File: src/core/torque_limiter_regs.svh
// Register offsets, field positions, reset values and timing counts
`ifndef TORQUE_LIMITER_REGS_SVH
`define TORQUE_LIMITER_REGS_SVH

// ==========================================
// Register byte offsets
`define OFS_LIMIT_SRC    12'h000
`define OFS_SETPOINT     12'h004
`define OFS_MARGIN       12'h008
`define OFS_LAG_TIME     12'h00c
`define OFS_LEVELS       12'h010
`define OFS_FUNCTIONS    12'h014
`define OFS_STATUS       12'h018
`define OFS_TORQUE       12'h01c
`define OFS_LIMITS       12'h020

// ==========================================
// Field positions
`define LVL13_LSB        0
`define LVL16_LSB        2
`define LVL14_LSB        4
`define FN16_LSB         0
`define FN14_LSB         8

// ==========================================
// Reset values and ranges
`define SRC_ANALOG       2'h1
`define SRC_SETPOINT     2'h2
`define RST_SETPOINT     8'h00
`define SETPOINT_MAX     8'h78
`define SETPOINT_MIN     8'h88
`define RST_MARGIN       7'h0a
`define MARGIN_MAX       7'h78
`define RST_LAG_TIME     11'h000
`define LAG_TIME_MAX     11'h3e8
`define RST_LVL13        2'h0
`define RST_LVL16        2'h0
`define RST_LVL14        2'h2
`define RST_FN16         5'h1f
`define RST_FN14         5'h1f
`define FN_TORQUE_REF    5'h13
`define FN_TORQUE_COMP   5'h14
`define FN_FREQ_REF      5'h1f
`define PCT_SCALE        8'h0a

// ==========================================
// Timing
`define CLK_MHZ          20
`define CTRL_PERIOD_US   1000
`define CTRL_TICK_CYCLES (`CTRL_PERIOD_US * `CLK_MHZ)

`endif

File: src/core/torque_limiter_pkg.sv
// Types shared by the torque-mode speed limiter
package torque_limiter_pkg;

  // Analog value, 0.1 % of full scale per count
  typedef logic signed [15:0] pct_t;

  // Input signal level selection
  typedef enum logic [1:0] {
    LVL_UNIPOLAR,
    LVL_BIPOLAR,
    LVL_CURRENT
  } level_e;

endpackage

File: src/core/lag_filter.sv
// First-order lag filter for the torque reference
`timescale 1ns/1ns
`default_nettype none

module lag_filter #(
  parameter int W  = 16,
  parameter int FB = 8
) (
  input  wire logic                pclk,     // Clock
  input  wire logic                presetn,  // Async reset, low
  input  wire logic                tick,     // Control-cycle pulse
  input  wire logic [10:0]         tau_ms,   // Time constant in ms
  input  wire logic signed [W-1:0] x,        // Filter input
  output logic signed [W-1:0]      y         // Filter output
);

  logic signed [W+FB-1:0] acc;
  logic signed [W+FB-1:0] next_acc;
  logic signed [W+FB:0]   diff;
  logic signed [W+FB:0]   step;

  // ==========================================
  // Next accumulator value
  always_comb begin
    diff     = $signed({x[W-1], x, {FB{1'b0}}}) - $signed({acc[W+FB-1], acc});
    // Full-width quotient, then cut; divisor is at least one here, two when tau_ms is nonzero
    step     = diff / $signed({2'b00, tau_ms} + 13'sd1);
    next_acc = acc;
    if (tau_ms == 11'h000) begin
      next_acc = {x, {FB{1'b0}}};
    end else if (tick) begin
      next_acc = acc + step[W+FB-1:0];
    end
  end

  // Accumulator register
  always_ff @(posedge pclk or negedge presetn) begin
    if (!presetn) begin
      acc <= '0;
    end else begin
      acc <= next_acc;
    end
  end

  assign y = acc[W+FB-1:FB];

endmodule // lag_filter

`default_nettype wire

File: src/core/torque_limiter.sv
// Torque-mode speed limiter with APB configuration registers
`timescale 1ns/1ns
`default_nettype none
`include "torque_limiter_regs.svh"

// Notes on behaviour
// - Source 1 analog inputs, 2 stored setpoint
// - Analog source uses voltage terminal 13
// - Terminal 14 at 1F adds to limit
// - Analog sign and run direction choose side
// - Zero bias clamps opposite side to zero
// - Setpoint signed -120..+120 percent, default 0
// - Setpoint sign and run direction choose side
// - Bias 0..120 percent, default 10
// - Range from minus bias to limit plus bias
// - Torque reference passes first-order lag filter
// - Function 14 terminal adds torque compensation
// - Levels: unipolar, bipolar, 4-20 mA only 14
// - Compensation sign alone sets its direction
// - Unipolar levels give forward-only compensation
// - Settings refused while drive is running
// - Function 13 terminal supplies torque reference
// - Overspeed adds opposing torque proportional excess
module torque_limiter #(
  parameter int TICK_CYCLES  = `CTRL_TICK_CYCLES,
  parameter int SUPPR_SHIFT  = 0
) (
  input  wire logic                        pclk,           // Clock 20 MHz
  input  wire logic                        presetn,        // Async reset, low
  input  wire logic                        psel,           // APB select
  input  wire logic                        penable,        // APB enable
  input  wire logic                        pwrite,         // APB direction
  input  wire logic [11:0]                 paddr,          // APB byte address
  input  wire logic [31:0]                 pwdata,         // APB write data
  output logic                             pready,         // APB ready
  output logic                             pslverr,        // APB error
  output logic [31:0]                      prdata,         // APB read data
  input  wire logic                        run_cmd,        // Drive running pin
  input  wire logic                        run_reverse,    // Reverse run pin
  input  wire torque_limiter_pkg::pct_t    ain13,          // Terminal 13 value
  input  wire torque_limiter_pkg::pct_t    ain14,          // Terminal 14 value
  input  wire torque_limiter_pkg::pct_t    ain16,          // Terminal 16 value
  input  wire torque_limiter_pkg::pct_t    motor_speed,    // Measured speed
  output torque_limiter_pkg::pct_t         torque_cmd,     // Torque command
  output logic signed [18:0]               speed_limit_hi, // Upper speed bound
  output logic signed [18:0]               speed_limit_lo, // Lower speed bound
  output logic                             speed_limiting  // Suppression active
);
  import torque_limiter_pkg::*;

  // ==========================================
  // Input synchronisers
  logic [65:0] sync1;
  logic [65:0] sync2;
  logic        running;
  logic        reverse;
  pct_t        a13;
  pct_t        a14;
  pct_t        a16;
  pct_t        spd;

  // Two-stage capture of pin inputs
  always_ff @(posedge pclk or negedge presetn) begin
    if (!presetn) begin
      sync1 <= '0;
      sync2 <= '0;
    end else begin
      sync1 <= {run_cmd, run_reverse, ain13, ain14, ain16, motor_speed};
      sync2 <= sync1;
    end
  end

  assign {running, reverse, a13, a14, a16, spd} = sync2;

  // ==========================================
  // Configuration registers
  logic [1:0]        limit_src;
  logic signed [7:0] setpoint;
  logic [6:0]        margin;
  logic [10:0]       lag_time;
  logic [1:0]        lvl13;
  logic [1:0]        lvl16;
  logic [1:0]        lvl14;
  logic [4:0]        fn16;
  logic [4:0]        fn14;
  logic [1:0]        next_limit_src;
  logic signed [7:0] next_setpoint;
  logic [6:0]        next_margin;
  logic [10:0]       next_lag_time;
  logic [1:0]        next_lvl13;
  logic [1:0]        next_lvl16;
  logic [1:0]        next_lvl14;
  logic [4:0]        next_fn16;
  logic [4:0]        next_fn14;
  logic              next_pready;
  logic              next_pslverr;
  logic [31:0]       next_prdata;
  logic              commit;
  logic              wr_bad;
  logic              mapped;

  // Write checks and read mux
  always_comb begin
    mapped      = 1'b1;
    wr_bad      = 1'b0;
    next_prdata = 32'h0000_0000;
    case (paddr)
      `OFS_LIMIT_SRC: begin
        next_prdata = {30'h0, limit_src};
        wr_bad = (pwdata[1:0] != `SRC_ANALOG) && (pwdata[1:0] != `SRC_SETPOINT);
      end
      `OFS_SETPOINT: begin
        next_prdata = {{24{setpoint[7]}}, setpoint};
        wr_bad = ($signed(pwdata[7:0]) > $signed(`SETPOINT_MAX))
              || ($signed(pwdata[7:0]) < $signed(`SETPOINT_MIN));
      end
      `OFS_MARGIN: begin
        next_prdata = {25'h0, margin};
        wr_bad = pwdata[6:0] > `MARGIN_MAX;
      end
      `OFS_LAG_TIME: begin
        next_prdata = {21'h0, lag_time};
        wr_bad = pwdata[10:0] > `LAG_TIME_MAX;
      end
      `OFS_LEVELS: begin
        next_prdata = {26'h0, lvl14, lvl16, lvl13};
        // Current level only on terminal 14
        wr_bad = (pwdata[`LVL13_LSB +: 2] > LVL_BIPOLAR)
              || (pwdata[`LVL16_LSB +: 2] > LVL_BIPOLAR)
              || (pwdata[`LVL14_LSB +: 2] > LVL_CURRENT);
      end
      `OFS_FUNCTIONS: begin
        next_prdata = {19'h0, fn14, 3'h0, fn16};
        wr_bad = pwdata[`FN14_LSB +: 5] == 5'h00;
      end
      `OFS_STATUS: begin
        next_prdata = {29'h0, speed_limiting, reverse, running};
        wr_bad = 1'b1;
      end
      `OFS_TORQUE: begin
        next_prdata = {{16{torque_cmd[15]}}, torque_cmd};
        wr_bad = 1'b1;
      end
      `OFS_LIMITS: begin
        next_prdata = {speed_limit_hi[15:0], speed_limit_lo[15:0]};
        wr_bad = 1'b1;
      end
      default: begin
        mapped = 1'b0;
      end
    endcase
    if (pwrite) begin
      next_prdata = 32'h0000_0000;
    end
    next_pready  = psel && penable && !pready;
    next_pslverr = next_pready && (!mapped || (pwrite && (wr_bad || running)));
  end

  assign commit = psel && penable && pready && pwrite && !pslverr;

  // Register write values
  always_comb begin
    next_limit_src = limit_src;
    next_setpoint  = setpoint;
    next_margin    = margin;
    next_lag_time  = lag_time;
    next_lvl13     = lvl13;
    next_lvl16     = lvl16;
    next_lvl14     = lvl14;
    next_fn16      = fn16;
    next_fn14      = fn14;
    if (commit) begin
      case (paddr)
        `OFS_LIMIT_SRC: next_limit_src = pwdata[1:0];
        `OFS_SETPOINT:  next_setpoint  = pwdata[7:0];
        `OFS_MARGIN:    next_margin    = pwdata[6:0];
        `OFS_LAG_TIME:  next_lag_time  = pwdata[10:0];
        `OFS_LEVELS: begin
          next_lvl13 = pwdata[`LVL13_LSB +: 2];
          next_lvl16 = pwdata[`LVL16_LSB +: 2];
          next_lvl14 = pwdata[`LVL14_LSB +: 2];
        end
        `OFS_FUNCTIONS: begin
          next_fn16 = pwdata[`FN16_LSB +: 5];
          next_fn14 = pwdata[`FN14_LSB +: 5];
        end
        default: begin
        end
      endcase
    end
  end

  // Register and bus answer flip-flops
  always_ff @(posedge pclk or negedge presetn) begin
    if (!presetn) begin
      limit_src <= `SRC_ANALOG;
      setpoint  <= `RST_SETPOINT;
      margin    <= `RST_MARGIN;
      lag_time  <= `RST_LAG_TIME;
      lvl13     <= `RST_LVL13;
      lvl16     <= `RST_LVL16;
      lvl14     <= `RST_LVL14;
      fn16      <= `RST_FN16;
      fn14      <= `RST_FN14;
      pready    <= 1'b0;
      pslverr   <= 1'b0;
      prdata    <= 32'h0000_0000;
    end else begin
      limit_src <= next_limit_src;
      setpoint  <= next_setpoint;
      margin    <= next_margin;
      lag_time  <= next_lag_time;
      lvl13     <= next_lvl13;
      lvl16     <= next_lvl16;
      lvl14     <= next_lvl14;
      fn16      <= next_fn16;
      fn14      <= next_fn14;
      pready    <= next_pready;
      pslverr   <= next_pslverr;
      prdata    <= next_pready ? next_prdata : 32'h0000_0000;
    end
  end

  // ==========================================
  // Analog conditioning
  function automatic pct_t level_clip(input pct_t v, input logic [1:0] lvl);
    level_clip = (lvl == LVL_BIPOLAR || !v[15]) ? v : 16'sh0000;
  endfunction

  pct_t c13;
  pct_t c14;
  pct_t c16;

  assign c13 = level_clip(a13, lvl13);
  assign c14 = level_clip(a14, lvl14);
  assign c16 = level_clip(a16, lvl16);

  // ==========================================
  // Speed limit window
  logic signed [18:0] lim_mag;
  logic signed [18:0] lim_dir;
  logic signed [18:0] bias;
  logic signed [18:0] next_hi;
  logic signed [18:0] next_lo;

  // Limit source, direction and bias
  always_comb begin
    if (limit_src == `SRC_SETPOINT) begin
      // Widen before the product so 120 % times ten cannot wrap
      lim_mag = 19'(setpoint) * $signed(19'(`PCT_SCALE));
    end else begin
      lim_mag = 19'(c13);
      if (fn14 == `FN_FREQ_REF) begin
        lim_mag = 19'(c13) + 19'(c14);
      end
    end
    lim_dir = reverse ? -lim_mag : lim_mag;
    bias    = $signed(19'(margin)) * $signed(19'(`PCT_SCALE));
    if (!lim_dir[18]) begin
      next_hi = lim_dir + bias;
      next_lo = -bias;
    end else begin
      next_hi = bias;
      next_lo = lim_dir - bias;
    end
  end

  // ==========================================
  // Torque path
  logic [15:0]        tick_cnt;
  logic [15:0]        next_tick_cnt;
  logic               tick;
  pct_t               tref_raw;
  pct_t               tref_filt;
  pct_t               tcomp;
  logic signed [19:0] excess;
  logic signed [19:0] suppress;
  logic signed [19:0] tsum;
  pct_t               next_torque;
  logic               next_limiting;

  // Control-cycle divider
  always_comb begin
    tick          = tick_cnt == 16'(TICK_CYCLES - 1);
    next_tick_cnt = tick ? 16'h0000 : tick_cnt + 16'h0001;
  end

  // Reference and compensation selection
  always_comb begin
    tref_raw = 16'sh0000;
    tcomp    = 16'sh0000;
    if (fn16 == `FN_TORQUE_REF) begin
      tref_raw = c16;
    end else if (fn14 == `FN_TORQUE_REF) begin
      tref_raw = c14;
    end
    // Sign of the clipped input sets the direction
    if (fn16 == `FN_TORQUE_COMP) begin
      tcomp = c16;
    end else if (fn14 == `FN_TORQUE_COMP) begin
      tcomp = c14;
    end
  end

  lag_filter #(
    .W  (16),
    .FB (8)
  ) u_filter (
    .pclk    (pclk),
    .presetn (presetn),
    .tick    (tick),
    .tau_ms  (lag_time),
    .x       (tref_raw),
    .y       (tref_filt)
  );

  // Overspeed suppression and saturation
  always_comb begin
    excess = 20'sh00000;
    if (19'(spd) > speed_limit_hi) begin
      excess = 20'(19'(spd) - speed_limit_hi);
    end else if (19'(spd) < speed_limit_lo) begin
      excess = 20'(19'(spd) - speed_limit_lo);
    end
    suppress      = -(excess >>> SUPPR_SHIFT);
    next_limiting = excess != 20'sh00000;
    tsum          = 20'(tref_filt) + 20'(tcomp) + suppress;
    if (tsum > 20'sh07fff) begin
      next_torque = 16'sh7fff;
    end else if (tsum < -20'sh08000) begin
      next_torque = -16'sh8000;
    end else begin
      next_torque = tsum[15:0];
    end
  end

  // Output registers
  always_ff @(posedge pclk or negedge presetn) begin
    if (!presetn) begin
      tick_cnt       <= 16'h0000;
      speed_limit_hi <= '0;
      speed_limit_lo <= '0;
      torque_cmd     <= '0;
      speed_limiting <= 1'b0;
    end else begin
      tick_cnt       <= next_tick_cnt;
      speed_limit_hi <= next_hi;
      speed_limit_lo <= next_lo;
      torque_cmd     <= next_torque;
      speed_limiting <= next_limiting;
    end
  end

endmodule // torque_limiter

`default_nettype wire

File: config.mk
export PLATFORM = sky130hd
export DESIGN_NAME = torque_limiter
export DESIGN_NICKNAME = d
export VERILOG_FILES = /design/src/core/torque_limiter_pkg.sv /design/src/core/lag_filter.sv /design/src/core/torque_limiter.sv
export VERILOG_INCLUDE_DIRS = /design/src /design/src/core
export SDC_FILE = /design/constraint.sdc
export NUM_CORES = 2
export LEC_CHECK = 0
export ABC_CLOCK_PERIOD_IN_PS = 92000
export BUFFER_PORTS_ARGS = -buffer_cell sky130_fd_sc_hd__buf_4
export CORE_MARGIN = 8
export CORE_UTILIZATION = 64
export DETAILED_ROUTE_END_ITERATION = 8
export PLACE_DENSITY = 0.83
export SETUP_SLACK_MARGIN = 0.05
export SYNTH_ARGS = -nofsm -noshare
export SYNTH_HDL_FRONTEND = slang
export SYNTH_SLANG_ARGS = --single-unit
File: constraint.sdc
create_clock -name pclk -period 92 [get_ports pclk]
set_input_delay 13.8 -clock pclk [delete_from_list [all_inputs] [get_ports pclk]]
set_output_delay 13.8 -clock pclk [all_outputs]
set_load 0.02 [all_outputs]
==> results_dict.tcl <==
set metrics [dict create \
    cts_tree "done" \
    drv_slew 0 \
    cts_num_sinks 305 \
    syn_area_um2 33900 \
    fin_skew_ns 0.0151 \
    root_buffer "clkbuf_16" \
    finalWirelength_mm 98.1 \
    reg2regPathDepth 369 \
    drcViolationCount 0 \
    cpMostUsedCell "o21a_1" \
    cts_buffers 28 \
    dieHeight_um 246 \
    grt_use_total 0.313 \
    async_flop_share 1.00 \
    synth-simple-area-share 0.202 \
    synth-seq-area-share 0.226 \
    hold_violations 0 \
    synthAdderAreaFrac 0.164 \
    r2r_end "u_filter.acc[23]" \
    ys.flop_type "dfrtp_1" \
    synth-xor-area-share 0.0742 \
    hp-class "register to register" \
    grt_pass1_vias 30323 \
    fin_nets 4809 \
    endpoint_kind "register" \
    yosys-top-cells-area "dfrtp_1, ha_1, xnor2_1" \
    final_antenna_net_count 0 \
    crit_path_start_kind "register" \
    syn-num-nets 4683 \
    r2r-start "fn16[0]" \
    r2r_setup_slack_ns 9.04 \
    grt_overflow 0 \
    critical_path_required_ns 92.47 \
    postSynthAreaPerCell_um2 8.18 \
    crit_arrival_ns 83.43 \
    start_util 0.646 \
    rows 84 \
    fmax_ghz 0.0121 \
    cp_slowest_cell "a311oi_2" \
    vias_per_cell 6.46 \
    clkTransAtPathRegs_ns 0.07 \
    postCtsSetupBuffers 0 \
    postSynthCellCount 4140 \
    worstPathMaxFanout 29 \
    setup_violations 0 \
    setup-tns-final_ns 0 \
    grt_pass1_wl_mm 157 \
    core-area_um2 52400 \
    grt_antenna_before_repair 1 \
    hpwl_mm 78.4 \
    clock_latency_ns 0.56 \
    drive_above_1_share 0.114 \
    dr.first_iter.drc_count 3210 \
    crit_type "register to register" \
    synth_edf_count 0 \
    synth_top_area_share 0.215 \
    die_x_um 246 \
    worstMarginPinSlew_ns 1.22 \
    port_buffers 184 \
    ys_ff_latch 305 \
    cts_resized 0 \
    outcome "finished clean" \
    wl_per_cell_um 19.7 \
    yosysWarningCount 0 \
    synth_compound_area_frac 0.259 \
    synth.distinct_cells 120 \
    htreeDepth 1 \
    crit_path_end "u_filter.acc[23]" \
    postCtsHoldBufs 0 \
    dieArea_um2 60600 \
    cap_violations 0 \
    grt_start_max_net_pins 93 \
    vias 32118 \
    maxSlewHeadroom 0.184 \
    startpoint "fn16[0]" \
    cts_buffer_depth 3 \
    first_pass_iters 6 \
    ios 204 \
    synth_top_family_by_area "compound AO/OA/AOI/OAI gates" \
    gp_congestion 0.943 \
    area_growth_pct 9.17 \
    fin_crit_ns 82.96 \
    critPathMaxStageDelay_ns 0.79 \
    final.period_utilization 0.902 \
    rsz0062_at_grt "no" \
    synth_mux_area_frac 0.0317 \
    yosysTopAreaCell "dfrtp_1" \
]
-- area by class of cell --
type                            instances  area, um2
Multi-Input combinational cell       3463      24900
Antenna cell                            1       2.50
Clock inverter                         12        155
Tap cell                              688        861
Fill cell                            4191      15500
Clock buffer                           38        810
Inverter                              239        897
Timing Repair Buffer                  229       1730
Sequential cell                       305       7650
-- synthesized netlist by cell type, drive strengths merged, types with 31 or more instances --
library cell,number
o21ai,199
inv,238
clkbuf,101
o21a,179
or2,45
nand3,74
mux2,72
a31oi,34
nand2b,40
nand4,46
o21bai,58
nor2b,36
xnor2,198
nand2,342
xor2,88
and2,75
o211ai,35
or3,41
a21oi,287
a21o,120
nor3,199
nor4,31
dfrtp,291
and3,32
nor2,343
ha,401
buf,32
o31ai,89
-- placed cells by master, fill, tap and decap left out, drive strengths merged, types with 18 or more instances in the layout --
| master | n |
|---|---|
| a211oi | 29 |
| a21o | 120 |
| a21oi | 287 |
| a221oi | 18 |
| a31oi | 34 |
| a32o | 18 |
| and2 | 75 |
| and3 | 32 |
| buf | 229 |
| clkbuf | 38 |
| dfrtp | 291 |
| fa | 27 |
| ha | 401 |
| inv | 240 |
| mux2 | 72 |
| mux2i | 26 |
| nand2 | 342 |
| nand2b | 40 |
| nand3 | 74 |
| nand4 | 46 |
| nor2 | 343 |
| nor2b | 36 |
| nor3 | 199 |
| nor4 | 31 |
| o211ai | 35 |
| o21a | 179 |
| o21ai | 199 |
| o21bai | 58 |
| o31ai | 89 |
| or2 | 45 |
| or3 | 41 |
| or4 | 18 |
| xnor2 | 198 |
| xor2 | 88 |
-- routing by layer --
metal	up-vias	wire (um)	track usage
li1	15454	-	-
met1	15190	43800	0.443
met2	1240	41900	0.475
met3	234	8980	0.0601
met4	0	3450	0.107
met5	-	0	0
-- logic make-up after synthesis --
| kind of cell | after synthesis |
|---|---|
| buffers and inverters | 372 |
| AO/OA/AOI/OAI | 1268 |
| multiplexers | 98 |
| XOR/XNOR | 286 |
| flip-flops | 305 |
| other | 1 |
| adder cells (fa/ha/maj) | 428 |
| AND/OR/NAND/NOR | 1382 |
-- worst max-delay path, delay by kind of cell, from the launching register on --
| family | cells | cell delay [ns] |
|---|---|---|
| compound gates | 231 | 50.41 |
| simple gates | 79 | 16.37 |
| fa+ha+maj | 28 | 8.63 |
| buf+inv | 20 | 3.95 |
| mux | 8 | 2.21 |
| flops | 1 | 0.56 |
| xor+xnor | 3 | 0.52 |
-- how the worst min path moves through the flow --
stage               cells after the start   endpoint       from
global placement                        0  sync2[15]  sync1[15]
CTS                                     0   sync2[7]   sync1[7]
floorplan                               0   sync2[0]   sync1[0]
detailed placement                      0  sync2[58]  sync1[58]
finish                                  0   sync2[7]   sync1[7]
global route                            0   sync2[7]   sync1[7]
-- through the flow --
step           cell area (um2)  worst slack [ns]  hold slack (ns)  utilization  cells
4_1_cts                  37000             10.18            0.348        0.705   4974
6_report                 37000              9.04            0.343        0.705   4975
3_5_place_dp             36000             10.52            0.335        0.687   4924
3_3_place_gp             36000             11.75            0.331        0.687   4924
5_1_grt                  37000              2.33            0.348        0.705   4974
2_1_floorplan            33900             18.46            0.331            -   4140
-- sequential cells by signal, indices dropped and copies added (netlist names), 11 cells and up --
| name | count |
|---|---|
| lag_time | 11 |
| prdata | 32 |
| speed_limit_hi | 19 |
| speed_limit_lo | 19 |
| sync1 | 66 |
| sync2 | 66 |
| tick_cnt | 16 |
| torque_cmd | 16 |
| u_filter.acc | 24 |
Power is left out: the tool's default activity adds up to more than one toggle a clock period on the data nets, which glitch-free logic cannot reach.
